$ cat config.mk
export PLATFORM = sky130hd
export DESIGN_NAME = ppio_dev_flat
export DESIGN_NICKNAME = d
export VERILOG_FILES = /design/src/rtl/ppio_pkg.sv /design/src/rtl/ppio_if.sv /design/src/rtl/ppio_fifo.sv /design/src/rtl/ppio_dev.sv /design/src/flat_wrapper.sv
export SDC_FILE = /design/constraint.sdc
export NUM_CORES = 1
export LEC_CHECK = 0
export ABC_AREA = 1
export BUFFER_PORTS_ARGS = -buffer_cell sky130_fd_sc_hd__buf_2
export CAP_MARGIN = 5
export CORE_UTILIZATION = 35
export CTS_BUF_LIST = sky130_fd_sc_hd__clkbuf_2 sky130_fd_sc_hd__clkbuf_4 sky130_fd_sc_hd__clkbuf_8
export CTS_CLUSTER_DIAMETER = 50
export DETAILED_ROUTE_END_ITERATION = 16
export PLACE_DENSITY = 0.58
export SKIP_LAST_GASP = 1
export SYNTH_ARGS = -nofsm -noshare
export SYNTH_HDL_FRONTEND = slang
export SYNTH_HIERARCHICAL = 1
export SYNTH_SLANG_ARGS = --single-unit
$ cat constraint.sdc
create_clock -name clk -period 4.1 [get_ports clk]
set_input_delay 0.82 -clock clk [delete_from_list [all_inputs] [get_ports clk]]
set_output_delay 0.82 -clock clk [all_outputs]
set_load 0.05 [all_outputs]
$ cat src/rtl/ppio_pkg.sv
package ppio_pkg;
  // control port field positions, strobe line count, fifo width and depth
  localparam int CODE_LSB = 0;
  localparam int CODE_W   = 4;
  localparam int ENA_N    = 4;
  localparam int DIR_RP   = 5;
  localparam int DIR_PP   = 6;
  localparam int IRQ_BIT  = 7;
  localparam int NSTROBE  = 13;
  localparam int FIFO_W   = 8;
  localparam int FIFO_D   = 16;
  // idle control byte: decoder off, every buffer pair to output
  localparam logic [7:0] CTL_IDLE  = 8'h7F;
  localparam logic [7:0] DATA_IDLE = 8'hFF;
  // strobe codes
  localparam logic [3:0] SC_PROM_W0   = 4'h0;
  localparam logic [3:0] SC_PROM_W2   = 4'h1;
  localparam logic [3:0] SC_PROM_W1   = 4'h2;
  localparam logic [3:0] SC_PROM_RD   = 4'h3;
  localparam logic [3:0] SC_PROM_ST   = 4'h4;
  localparam logic [3:0] SC_PROM_RST  = 4'h5;
  localparam logic [3:0] SC_PUNCH     = 4'h6;
  localparam logic [3:0] SC_RD_LEFT   = 4'h7;
  localparam logic [3:0] SC_RD_RIGHT  = 4'h8;
  localparam logic [3:0] SC_LPT_DATA  = 4'h9;
  localparam logic [3:0] SC_LPT_CTL1  = 4'hA;
  localparam logic [3:0] SC_LPT_CTL2  = 4'hB;
  localparam logic [3:0] SC_STAT_EN   = 4'hC;
  // peripheral operation kinds
  typedef enum logic [1:0] {
    PPIO_OP_OUT    = 2'h0,
    PPIO_OP_PROMIN = 2'h1,
    PPIO_OP_RDRIN  = 2'h2,
    PPIO_OP_STATIN = 2'h3
  } ppio_op_t;
endpackage

$ cat src/rtl/ppio_if.sv
`timescale 1ns/100ps
`default_nettype none
// host select/strobe bus plus the four shared flags
interface ppio_if;
  logic       port_select_n;
  logic       host_rd_n;
  logic       host_wr_n;
  logic       host_addr_lsb;
  logic [7:0] host_wdata;
  logic [7:0] host_rdata;
  logic       in_buf_full;
  logic       out_buf_full;
  logic       slave_busy_flag;
  logic       cmd_data_flag;
  logic       host_irq;
  logic       drv_to_host;
  modport dev (input port_select_n, host_rd_n, host_wr_n, host_addr_lsb, host_wdata,
               output host_rdata, in_buf_full, out_buf_full, slave_busy_flag,
               cmd_data_flag, host_irq, drv_to_host);
  modport host (output port_select_n, host_rd_n, host_wr_n, host_addr_lsb, host_wdata,
                input host_rdata, in_buf_full, out_buf_full, slave_busy_flag,
                cmd_data_flag, host_irq, drv_to_host);
endinterface
`default_nettype wire

$ cat src/rtl/ppio_fifo.sv
`timescale 1ns/100ps
`default_nettype none
// small synchronous fifo, refuses writes when full
module ppio_fifo #(
  parameter int W = 8,
  parameter int D = 16
) (
  input  wire logic         clk,
  input  wire logic         rst_n,
  input  wire logic         in_valid,
  output logic              in_ready,
  input  wire logic [W-1:0] in_data,
  output logic              out_valid,
  input  wire logic         out_ready,
  output logic [W-1:0]      out_data
);
  localparam int AW = $clog2(D);
  logic [W-1:0]  mem [D];
  logic [AW-1:0] wp;
  logic [AW-1:0] rp;
  logic [AW:0]   cnt;
  logic          push;
  logic          pop;
  assign in_ready  = (cnt != (AW+1)'(D));
  assign out_valid = (cnt != '0);
  assign out_data  = mem[rp];
  assign push      = in_valid && in_ready;
  assign pop       = out_valid && out_ready;
  // storage has no reset, pointers do
  always_ff @(posedge clk) begin
    if (push) begin
      mem[wp] <= in_data;
    end
  end
  always_ff @(posedge clk) begin
    if (!rst_n) begin
      wp  <= '0;
      rp  <= '0;
      cnt <= '0;
    end else begin
      if (push) begin
        wp <= wp + 1'b1;
      end
      if (pop) begin
        rp <= rp + 1'b1;
      end
      cnt <= cnt + (AW+1)'(push) - (AW+1)'(pop);
    end
  end
endmodule
`default_nettype wire

$ cat src/rtl/ppio_dev.sv
`timescale 1ns/100ps
`default_nettype none
module ppio_dev (
  input  wire logic             clk,
  input  wire logic             rst_n,
  ppio_if.dev                   hb,
  input  wire logic             op_valid,
  output logic                  op_ready,
  input  wire ppio_pkg::ppio_op_t op_kind,
  input  wire logic [3:0]       op_code,
  input  wire logic [7:0]       op_data,
  output logic                  in_valid,
  output logic [7:0]            in_byte,
  output logic                  in_is_cmd,
  input  wire logic             in_take,
  input  wire logic             out_load,
  input  wire logic [7:0]       out_byte,
  input  wire logic             out_is_status,
  input  wire logic             busy_set,
  input  wire logic             busy_clr,
  output logic [7:0]            data_o,
  output logic [7:0]            data_oe,
  input  wire logic [7:0]       data_i,
  output logic [7:0]            ctl_port,
  output logic [12:0]           strobe_n,
  output logic                  dir_rp_out,
  output logic                  dir_pp_out,
  output logic                  dir_lpt_out,
  output logic                  rd_valid,
  output logic [7:0]            rd_byte
);
  typedef enum logic [2:0] {
    PPIO_S_IDLE = 3'b000,
    PPIO_S_DEF  = 3'b001,
    PPIO_S_ENA  = 3'b011,
    PPIO_S_DIS  = 3'b010,
    PPIO_S_RDIR = 3'b110,
    PPIO_S_RD   = 3'b111
  } ppio_st_t;

  ppio_st_t           st;
  ppio_pkg::ppio_op_t kind;
  logic [7:0]         ctl;
  logic [7:0]         s1_d;
  logic [7:0]         s2_d;
  logic [7:0]         s1_c;
  logic [7:0]         s2_c;
  logic               s1_w;
  logic               s2_w;
  logic               s3_w;
  logic               s1_s;
  logic               s2_s;
  logic               s1_r;
  logic               s2_r;
  logic               s3_r;
  logic               s1_a;
  logic               s2_a;
  logic [7:0]         rd_sync1;
  logic [7:0]         rd_sync2;
  logic               f_in_valid;
  logic               f_in_ready;
  logic [8:0]         f_out;
  logic               f_out_valid;
  logic [12:0]        next_strobe_n;

  // one-hot active-low decode of the strobe code
  function automatic logic [12:0] ppio_decode(input logic [7:0] c);
    logic [12:0] s;
    s = '1;
    if (!c[ppio_pkg::ENA_N] && c[3:0] <= ppio_pkg::SC_STAT_EN) begin
      s[c[3:0]] = 1'b0;
    end
    return s;
  endfunction

  // control byte with the decoder off, the given code and both direction bits as passed
  function automatic logic [7:0] ppio_ctl(input logic [3:0] code, input logic rp,
                                          input logic pp);
    logic [7:0] c;
    c = ppio_pkg::CTL_IDLE;
    c[3:0] = code;
    c[ppio_pkg::DIR_RP] = rp;
    c[ppio_pkg::DIR_PP] = pp;
    return c;
  endfunction

  // host pins pass two flops, read and write strobes three; strobes come from another domain
  always_ff @(posedge clk) begin
    if (!rst_n) begin
      {s1_w, s2_w, s3_w, s1_r, s2_r, s3_r} <= 6'h3F;
      {s1_s, s2_s, s1_a, s2_a} <= 4'hF;
      {s1_d, s2_d} <= 16'h0000;
      {rd_sync1, rd_sync2} <= 16'h0000;
    end else begin
      s1_w <= hb.host_wr_n;
      s2_w <= s1_w;
      s3_w <= s2_w;
      s1_r <= hb.host_rd_n;
      s2_r <= s1_r;
      s3_r <= s2_r;
      s1_s <= hb.port_select_n;
      s2_s <= s1_s;
      s1_a <= hb.host_addr_lsb;
      s2_a <= s1_a;
      s1_d <= hb.host_wdata;
      s2_d <= s1_d;
      rd_sync1 <= data_i;
      rd_sync2 <= rd_sync1;
    end
  end

  // host writes land in the fifo; rising edge of write ends the cycle
  assign f_in_valid = !s2_s && s2_w && !s3_w;
  ppio_fifo #(.W(ppio_pkg::FIFO_W + 1), .D(ppio_pkg::FIFO_D)) u_fifo (
    .clk       (clk),
    .rst_n     (rst_n),
    .in_valid  (f_in_valid),
    .in_ready  (f_in_ready),
    .in_data   ({s2_a, s2_d}),
    .out_valid (f_out_valid),
    .out_ready (in_take),
    .out_data  (f_out)
  );
  assign in_valid  = f_out_valid;
  assign in_byte   = f_out[7:0];
  assign in_is_cmd = f_out[8];

  // shared flags; a set in the clear cycle wins
  always_ff @(posedge clk) begin
    if (!rst_n) begin
      hb.in_buf_full     <= 1'b0;
      hb.out_buf_full    <= 1'b0;
      hb.slave_busy_flag <= 1'b0;
      hb.cmd_data_flag   <= 1'b0;
      hb.host_rdata      <= 8'h00;
    end else begin
      hb.in_buf_full <= !f_in_ready;
      if (out_load) begin
        hb.out_buf_full  <= 1'b1;
        hb.host_rdata    <= out_byte;
        hb.cmd_data_flag <= out_is_status;
      end else if (!s2_s && s2_r && !s3_r) begin
        hb.out_buf_full <= 1'b0;
      end else if (f_in_valid) begin
        hb.cmd_data_flag <= s2_a;
      end
      if (busy_set) begin
        hb.slave_busy_flag <= 1'b1;
      end else if (busy_clr) begin
        hb.slave_busy_flag <= 1'b0;
      end
    end
  end

  // host drivers face the host only while its read is low
  always_ff @(posedge clk) begin
    if (!rst_n) begin
      hb.drv_to_host <= 1'b0;
    end else begin
      hb.drv_to_host <= !s2_s && !s2_r;
    end
  end

  // peripheral sequencer; one control byte per state
  always_ff @(posedge clk) begin
    if (!rst_n) begin
      st     <= PPIO_S_IDLE;
      kind   <= ppio_pkg::PPIO_OP_OUT;
      ctl    <= ppio_pkg::CTL_IDLE;
      data_o <= ppio_pkg::DATA_IDLE;
      rd_valid <= 1'b0;
      rd_byte  <= 8'h00;
    end else begin
      rd_valid <= 1'b0;
      case (st)
        PPIO_S_IDLE: begin
          ctl    <= ppio_pkg::CTL_IDLE;
          data_o <= ppio_pkg::DATA_IDLE;
          if (op_valid) begin
            kind <= op_kind;
            if (op_kind == ppio_pkg::PPIO_OP_OUT) begin
              data_o <= op_data;
            end
            st <= PPIO_S_DEF;
          end
        end
        PPIO_S_DEF: begin
          case (kind)
            ppio_pkg::PPIO_OP_OUT: begin
              ctl <= ppio_ctl(op_code, 1'b1, 1'b1);
              st  <= PPIO_S_ENA;
            end
            ppio_pkg::PPIO_OP_PROMIN: begin
              ctl <= ppio_ctl(op_code, 1'b1, 1'b0);
              st  <= PPIO_S_ENA;
            end
            ppio_pkg::PPIO_OP_STATIN: begin
              ctl <= ppio_ctl(ppio_pkg::SC_STAT_EN, 1'b1, 1'b1);
              st  <= PPIO_S_ENA;
            end
            default: begin
              ctl <= ppio_ctl(op_code, 1'b0, 1'b1);
              st  <= PPIO_S_RDIR;
            end
          endcase
        end
        PPIO_S_ENA: begin
          ctl[ppio_pkg::ENA_N] <= 1'b0;
          st <= (kind == ppio_pkg::PPIO_OP_OUT) ? PPIO_S_DIS : PPIO_S_RD;
        end
        PPIO_S_RDIR: begin
          st <= PPIO_S_RD; // let the buffer turn round
        end
        PPIO_S_RD: begin
          rd_valid <= 1'b1;
          rd_byte  <= rd_sync2;
          st       <= (kind == ppio_pkg::PPIO_OP_RDRIN) ? PPIO_S_IDLE : PPIO_S_DIS;
        end
        PPIO_S_DIS: begin
          ctl[ppio_pkg::ENA_N] <= 1'b1;
          st <= PPIO_S_IDLE;
        end
        default: begin
          st <= PPIO_S_IDLE;
        end
      endcase
    end
  end

  assign op_ready = (st == PPIO_S_IDLE);
  assign next_strobe_n = ppio_decode(ctl);

  // registered decode plus the three direct controls
  always_ff @(posedge clk) begin
    if (!rst_n) begin
      strobe_n    <= '1;
      ctl_port    <= ppio_pkg::CTL_IDLE;
      dir_rp_out  <= 1'b1;
      dir_pp_out  <= 1'b1;
      dir_lpt_out <= 1'b1;
      hb.host_irq <= 1'b0;
      data_oe     <= 8'hFF;
    end else begin
      strobe_n    <= next_strobe_n;
      ctl_port    <= ctl;
      dir_rp_out  <= ctl[ppio_pkg::DIR_RP];
      dir_pp_out  <= ctl[ppio_pkg::DIR_PP];
      dir_lpt_out <= next_strobe_n[ppio_pkg::SC_STAT_EN];
      hb.host_irq <= ctl[ppio_pkg::IRQ_BIT];
      // quasi-bidirectional port: drive while idle and while a byte goes out
      data_oe     <= (kind == ppio_pkg::PPIO_OP_OUT || st == PPIO_S_IDLE) ? 8'hFF : 8'h00;
    end
  end
endmodule
`default_nettype wire

$ cat src/flat_wrapper.sv
// flat-port wrapper written by rule: the top's interface ports become plain ports
module ppio_dev_flat 
  (clk, rst_n, op_valid, op_ready, op_kind, op_code, op_data, in_valid, in_byte, in_is_cmd, in_take, out_load, out_byte, out_is_status, busy_set, busy_clr, data_o, data_oe, data_i, ctl_port, strobe_n, dir_rp_out, dir_pp_out, dir_lpt_out, rd_valid, rd_byte, hb_port_select_n, hb_host_rd_n, hb_host_wr_n, hb_host_addr_lsb, hb_host_wdata, hb_host_rdata, hb_in_buf_full, hb_out_buf_full, hb_slave_busy_flag, hb_cmd_data_flag, hb_host_irq, hb_drv_to_host);
  ppio_if hb_i ();
  input  wire logic clk;
  input  wire logic rst_n;
  input  wire logic op_valid;
  output logic op_ready;
  input  wire ppio_pkg::ppio_op_t op_kind;
  input  wire logic [3:0] op_code;
  input  wire logic [7:0] op_data;
  output logic in_valid;
  output logic [7:0] in_byte;
  output logic in_is_cmd;
  input  wire logic in_take;
  input  wire logic out_load;
  input  wire logic [7:0] out_byte;
  input  wire logic out_is_status;
  input  wire logic busy_set;
  input  wire logic busy_clr;
  output logic [7:0] data_o;
  output logic [7:0] data_oe;
  input  wire logic [7:0] data_i;
  output logic [7:0] ctl_port;
  output logic [12:0] strobe_n;
  output logic dir_rp_out;
  output logic dir_pp_out;
  output logic dir_lpt_out;
  output logic rd_valid;
  output logic [7:0] rd_byte;
  input wire logic [$bits(hb_i.port_select_n)-1:0] hb_port_select_n;
  input wire logic [$bits(hb_i.host_rd_n)-1:0] hb_host_rd_n;
  input wire logic [$bits(hb_i.host_wr_n)-1:0] hb_host_wr_n;
  input wire logic [$bits(hb_i.host_addr_lsb)-1:0] hb_host_addr_lsb;
  input wire logic [$bits(hb_i.host_wdata)-1:0] hb_host_wdata;
  output wire logic [$bits(hb_i.host_rdata)-1:0] hb_host_rdata;
  output wire logic [$bits(hb_i.in_buf_full)-1:0] hb_in_buf_full;
  output wire logic [$bits(hb_i.out_buf_full)-1:0] hb_out_buf_full;
  output wire logic [$bits(hb_i.slave_busy_flag)-1:0] hb_slave_busy_flag;
  output wire logic [$bits(hb_i.cmd_data_flag)-1:0] hb_cmd_data_flag;
  output wire logic [$bits(hb_i.host_irq)-1:0] hb_host_irq;
  output wire logic [$bits(hb_i.drv_to_host)-1:0] hb_drv_to_host;
  assign hb_i.port_select_n = hb_port_select_n;
  assign hb_i.host_rd_n = hb_host_rd_n;
  assign hb_i.host_wr_n = hb_host_wr_n;
  assign hb_i.host_addr_lsb = hb_host_addr_lsb;
  assign hb_i.host_wdata = hb_host_wdata;
  assign hb_host_rdata = hb_i.host_rdata;
  assign hb_in_buf_full = hb_i.in_buf_full;
  assign hb_out_buf_full = hb_i.out_buf_full;
  assign hb_slave_busy_flag = hb_i.slave_busy_flag;
  assign hb_cmd_data_flag = hb_i.cmd_data_flag;
  assign hb_host_irq = hb_i.host_irq;
  assign hb_drv_to_host = hb_i.drv_to_host;
  ppio_dev u_core (.clk(clk), .rst_n(rst_n), .hb(hb_i), .op_valid(op_valid), .op_ready(op_ready), .op_kind(op_kind), .op_code(op_code), .op_data(op_data), .in_valid(in_valid), .in_byte(in_byte), .in_is_cmd(in_is_cmd), .in_take(in_take), .out_load(out_load), .out_byte(out_byte), .out_is_status(out_is_status), .busy_set(busy_set), .busy_clr(busy_clr), .data_o(data_o), .data_oe(data_oe), .data_i(data_i), .ctl_port(ctl_port), .strobe_n(strobe_n), .dir_rp_out(dir_rp_out), .dir_pp_out(dir_pp_out), .dir_lpt_out(dir_lpt_out), .rd_valid(rd_valid), .rd_byte(rd_byte));
endmodule
======== Word level (Yosys, flattened, before mapping) ========
Memories as Yosys holds them, arrays and structs flattened. A register that Yosys moved wholly into a read port is not among the register bits.
Cells that the tools add are included.
W data, S select, Z words.
storage, ports and cells
  register bits ........................... 130
  bits in writable memories ............... 144
  input port bits ......................... 50
  output and inout port bits .............. 74
  word-level logic and storage cells ...... 113
  memories ................................ 1
operators by class
  $add $sub $neg .......................... 4
  magnitude comparators ................... 3
  equal/unequal tests ..................... 11
  multiplexer cells ....................... 26
  bitwise gates (word level) .............. 1
  reduce and logical (&&, ||, !) cells .... 30
memories
  memory             words  width  rd ports  clocked after memory_dff  wr ports  RTL line         source
  u_core.u_fifo.mem  16     9      1         1                         1         ppio_fifo.sv:18  logic [W-1:0] mem [D];
operators with widths
  operator               count
  $mux W8                3
  $pmux W7 S3            1
  $pmux W3 S5            1
  $not A13 Y13           1
  $mux W1                11
  $logic_and A1 B1 Y1    9
  $mux W3                3
  $add A4 B1 Y4 const B  2
  $mux W4                2
  $pmux W4 S2            1
  $reduce_bool A2 Y1     4
  $eq A3 B2 Y1 const B   2
  $eq A3 B3 Y1 const B   2
  $logic_not A1 Y1       6
  $pmux W3 S2            1
  $reduce_and A2 Y1      3
  $add A5 B1 Y5          1
  $lt A4 B5 Y1 const B   1
  $ne A5 B5 Y1 const B   1
  $reduce_bool A5 Y1     1
  $sub A5 B1 Y5          1
  $demux W1 S4           1
  $eq A2 B2 Y1 const B   2
  $ge A4 B1 Y1 const B   1
  12 further kinds       14

======== Depth between registers and ports, before layout ========
  depth after elaboration ................. 6
  depth in mapped cells ................... 17
  mapped depth without buffers ............ 17

======== By module ========
Netlist, hierarchy kept.
modules (own cells, without submodules)
  module     times used  cells each  area an instance (um^2)  sequential area each (um^2)
  ppio_fifo  1           715         7179.4                   4664.5
  ppio_dev   1           417         3525.9                   2102.0

======== Worst setup path before layout ========
No wires, ideal clock.
  kind .................................... flip-flop to flip-flop
  start point ............................. register u_core.u_fifo.cnt[3]
  end point ............................... register u_core.u_fifo.cnt[4]
  setup time .............................. 0.113 ns
  arrival time ............................ 2.341 ns
  required time ........................... 3.987 ns
  setup slack ............................. 1.646 ns
  stages on the path, launching flop included .. 17
  path buffers ............................ 0
  period minus slack after synthesis ...... 2.454 ns
  path through ............................ dfxtp_1 -> inv_1 -> ha_1 -> nand4_4 -> nand2_1 -> inv_1 -> ha_1 -> inv_1 -> ha_1 -> inv_1 -> fa_1 -> inv_1 -> nand2_1 -> nand2_1 -> a21oi_1 -> nor2_1 -> nor2_1
on the way
  elaborated cells on any way between the ends .. 6
  those cells by class .................... add/sub (2); eq/ne (1); reduce/logical (3)
RTL lines
  element                 RTL line            source
  start, declared         ppio_fifo.sv:21     logic [AW:0] cnt;
  start signal, assigned  ppio_fifo.sv:47     cnt <= cnt + (AW+1)'(push) - (AW+1)'(pop);
  $reduce_bool A5 Y1      ppio_fifo.sv:25     assign out_valid = (cnt != '0);
  via in_valid            flat_wrapper.sv:12  output logic in_valid;
  $logic_and A1 B1 Y1     ppio_fifo.sv:28     assign pop = out_valid && out_ready;
  $sub A5 B1 Y5           ppio_fifo.sv:47
The timed path passes the listed nets, and every way through them passes these cells.
A chain may end at the register's enable or synchronous reset.

==> impl_metrics.py <==
metrics = {
    "floorplanning": {
        "die_w_um": 176.9,
        "ios": 124,
        "coreArea_mm2": 0.02987,
        "rows": 63,
        "die_area_mm2": 0.03129,
        "initial_core_util_pct": 35.83,
        "die_h_um": 176.9,
    },
    "sta": {
        "period_share_pct": 79.55,
        "relSlewSlack_pct": 27.60,
        "rsz0062_at_grt": "false",
        "whs_ps": 405.9,
        "clock_skew_ps": 18.82,
        "period_needed_ps": 3262,
        "hold_viol_final": 0,
        "setup_viol": 0,
        "max_freq_ghz": 0.3066,
        "fin_setup_tns_ps": 0,
        "tightest_slew_ps": 1082,
        "slew_viol_final": 0,
    },
    "critical_path": {
        "cp.required_ps": 3280,
        "reg2regPathDepth": 17,
        "cp_slowest_cell": "dfxtp_2",
        "critPathBufInv": 2,
        "worst_path_dominant_cell_family": "buffers and inverters",
        "r2r_slack_ps": 1580,
        "crit_chain": "buf_4, nand2_1, nand2_1, nand2_1, nand3_1, nand3_1, nand2_1, buf_2",
        "crit_type": "reg -> out",
        "crit_fanout": 32,
        "cp-end-kind": "output pin",
        "crit_path_frequent_cell": "nand2_1",
        "start_kind": "flop",
        "worstPathArrival_ps": 2440,
        "r2r-start": "u_core/u_fifo/cnt[2]$_SDFF_PN0_",
        "cpPeakStageDelay_ps": 630,
        "reg2reg_to": "u_core/u_fifo/cnt[4]$_SDFF_PN0_",
    },
    "detailed_routing": {
        "vias": 7516,
        "wl_met3_um": 1732,
        "met1_length_um": 10730,
        "drt-total-wl_um": 23190,
        "avgRoutedWirePerCell_um": 13.82,
        "drt_pass1_iterations": 5,
        "ant_nets": 0,
        "drc": 0,
        "drtIter0Drc": 444,
        "via_per_inst": 4.479,
        "met2_length_um": 10240,
        "top_layer": "met4",
    },
    "final_layout": {
        "fillCellCount": 2934,
        "drive_gt1_share_pct": 17.87,
        "syn_to_final_growth_pct": 16.36,
        "fin_nets": 1314,
        "instances_no_fill": 1678,
    },
    "clock_network": {
        "post-cts-setup-buffer-count": 0,
        "post_cts_resized": 0,
        "cts_tree": "yes",
        "postCtsHoldBufs": 0,
        "clock_path_buffers": 3,
        "cts_inserted_buffers": 45,
        "cts-root-buf": "clkbuf_8",
        "clk_pin_slew_ps": 60,
        "clock_latency_ps": 550,
        "htreeDepth": 2,
        "cts_sinks": 266,
    },
    "synthesis": {
        "synth.yosys.seq_area_share_pct": 63.21,
        "synthFlopType": "edfxtp_1",
        "postSynth.asyncResetShare_pct": 0,
        "synth.distinct_cells": 34,
        "synth_most_common_cell": "nand2_1",
        "synth-seq-cells": 266,
        "yosysWarnings": 6,
        "avgSynthCellArea_um2": 9.457,
        "yosys-top-cells-count": "nand2_1, inv_1, edfxtp_1, nand3_1, dfxtp_1",
        "syn-cell-area_mm2": 0.01071,
        "synth.area.top_cells": "edfxtp_1, dfxtp_1, nand2_1",
        "yosysTopAreaCell": "edfxtp_1",
        "syn-instance-count": 1132,
        "synth_edf_count": 144,
        "synth_top_area_share_pct": 40.39,
    },
    "min_path": {
        "hold_path_class": "reg -> reg",
        "min_path_cells": 2,
        "hp-start": "u_core/rd_sync1[0]$_SDFF_PN0_",
        "whs_endpoint": "u_core/rd_sync2[0]$_SDFF_PN0_",
    },
    "power": {
        "leakagePower_uw": 0.005716,
        "power_uw": 7179,
        "vdd_drop_max_v": 0.0003320,
        "power.density_mw_per_mm2": 576.3,
    },
    "flow_run": {
        "max-cap-violations": 0,
    },
    "status": {
        "status": "complete, no violations",
    },
    "global_route": {
        "grt_pass1_wl_um": 37050,
        "grt_antenna_before_repair": 1,
        "grt_usage_pct": 15.02,
        "grt_overflow_total": 0,
        "grt_pass1_vias": 7180,
        "grt_max_degree": 79,
    },
    "place": {
        "dp_hpwl_um": 14610,
        "port_buffers": 121,
        "place_congestion": 0.7749,
        "dpl.cell_count": 1595,
    },
}
[registers in the layout, indices dropped and copies added, names as in the netlist, 2 cells and up, named ones only]
| name | count |
|---|---|
| u_core/u_fifo/mem | 144 |
| u_core/strobe_n | 12 |
| u_core/data_o | 8 |
| u_core/hb.host_rdata | 8 |
| u_core/rd_byte | 8 |
| u_core/rd_sync1 | 8 |
| u_core/rd_sync2 | 8 |
| u_core/s1_d | 8 |
| u_core/s2_d | 8 |
| u_core/ctl | 7 |
| u_core/ctl_port | 7 |
| u_core/u_fifo/cnt | 5 |
| u_core/u_fifo/rp | 4 |
| u_core/u_fifo/wp | 4 |
| u_core/st | 3 |
| u_core/kind | 2 |
[report_power, final]
part           internal [uW]  leakage, uW  switching, uW
logic                    427      0.00288           1180
registers               2930      0.00231            123
clock network           1480     0.000529           1040
[area by class of cell]
class                   count  area [um2]  share of cell area (%)
inverters                 192       725.7                   5.826
clock buffers              69       868.3                   6.971
clock inverters            13       121.4                  0.9743
multi-input cells         621        2840                   22.80
diodes                      1       2.502                 0.02009
repair buffers            126       643.1                   5.163
flip-flops and latches    266        6768                   54.33
well taps                 390       488.0                   3.917
[cells in the final DEF (no fill, tap or decap), drive strengths merged, types with 15 or more instances in the layout]
master,netlist,final
inv,191,193
edfxtp,144,144
o21ai,15,15
clkbuf,6,69
nand2,327,327
nand3,133,133
buf,48,126
a21oi,17,17
dfxtp,122,122
nor2,82,82
[logic make-up after synthesis]
kind of cell               count (synthesis)  synth area share, %
adders and majority gates                 12                1.473
and+or+nand+nor                          567                22.93
buffers and inverters                    246                10.30
other                                      1              0.03503
AOI/OAI and AO/OA                         37                1.812
xor gates and xnor gates                   3               0.2455
DFF                                      266                63.21
[worst max path at each step]
| stage | slack [ps] | to | cells after the start |
|---|---|---|---|
| floorplan | 1650 | u_core/u_fifo/cnt[4]$_SDFF_PN0_ | 16 |
| global placement | 1400 | in_byte[1] | 8 |
| detailed placement | 1400 | in_byte[1] | 8 |
| CTS | 800 | in_byte[1] | 8 |
| global route | 660 | in_byte[3] | 8 |
| finish | 840 | in_byte[1] | 8 |
[through the flow]
| stage | area, um2 | util, % | setup slack (ps) |
|---|---|---|---|
| 2_1_floorplan | 10710 | - | 1646 |
| 3_3_place_gp | 11460 | 38.38 | 1403 |
| 3_5_place_dp | 11460 | 38.38 | 1395 |
| 4_1_cts | 12450 | 41.69 | 804.8 |
| 5_1_grt | 12450 | 41.69 | 663.5 |
| 6_report | 12460 | 41.70 | 838.3 |
[per-layer routing]
layer | track usage (%) | vias to the layer above
li1 | - | 3786
met1 | 19.79 | 3444
met2 | 23.66 | 240
met3 | 4.446 | 46
met4 | 4.634 | 0
met5 | 0 | -
[worst reg2reg max path, cell delays in order, from the launching register on]
cell	delay (ps)
dfxtp_1	320
inv_1	90
ha_1	270
nand4_4	160
nand2_1	140
inv_1	90
ha_1	270
inv_1	50
ha_1	150
inv_1	50
fa_1	380
inv_1	70
nand2_1	60
nand2_1	60
a21oi_1	70
nand2_1	60
nand2_1	40
nor2_1	100
No activity file was read; power rests on OpenSTA's default activity.
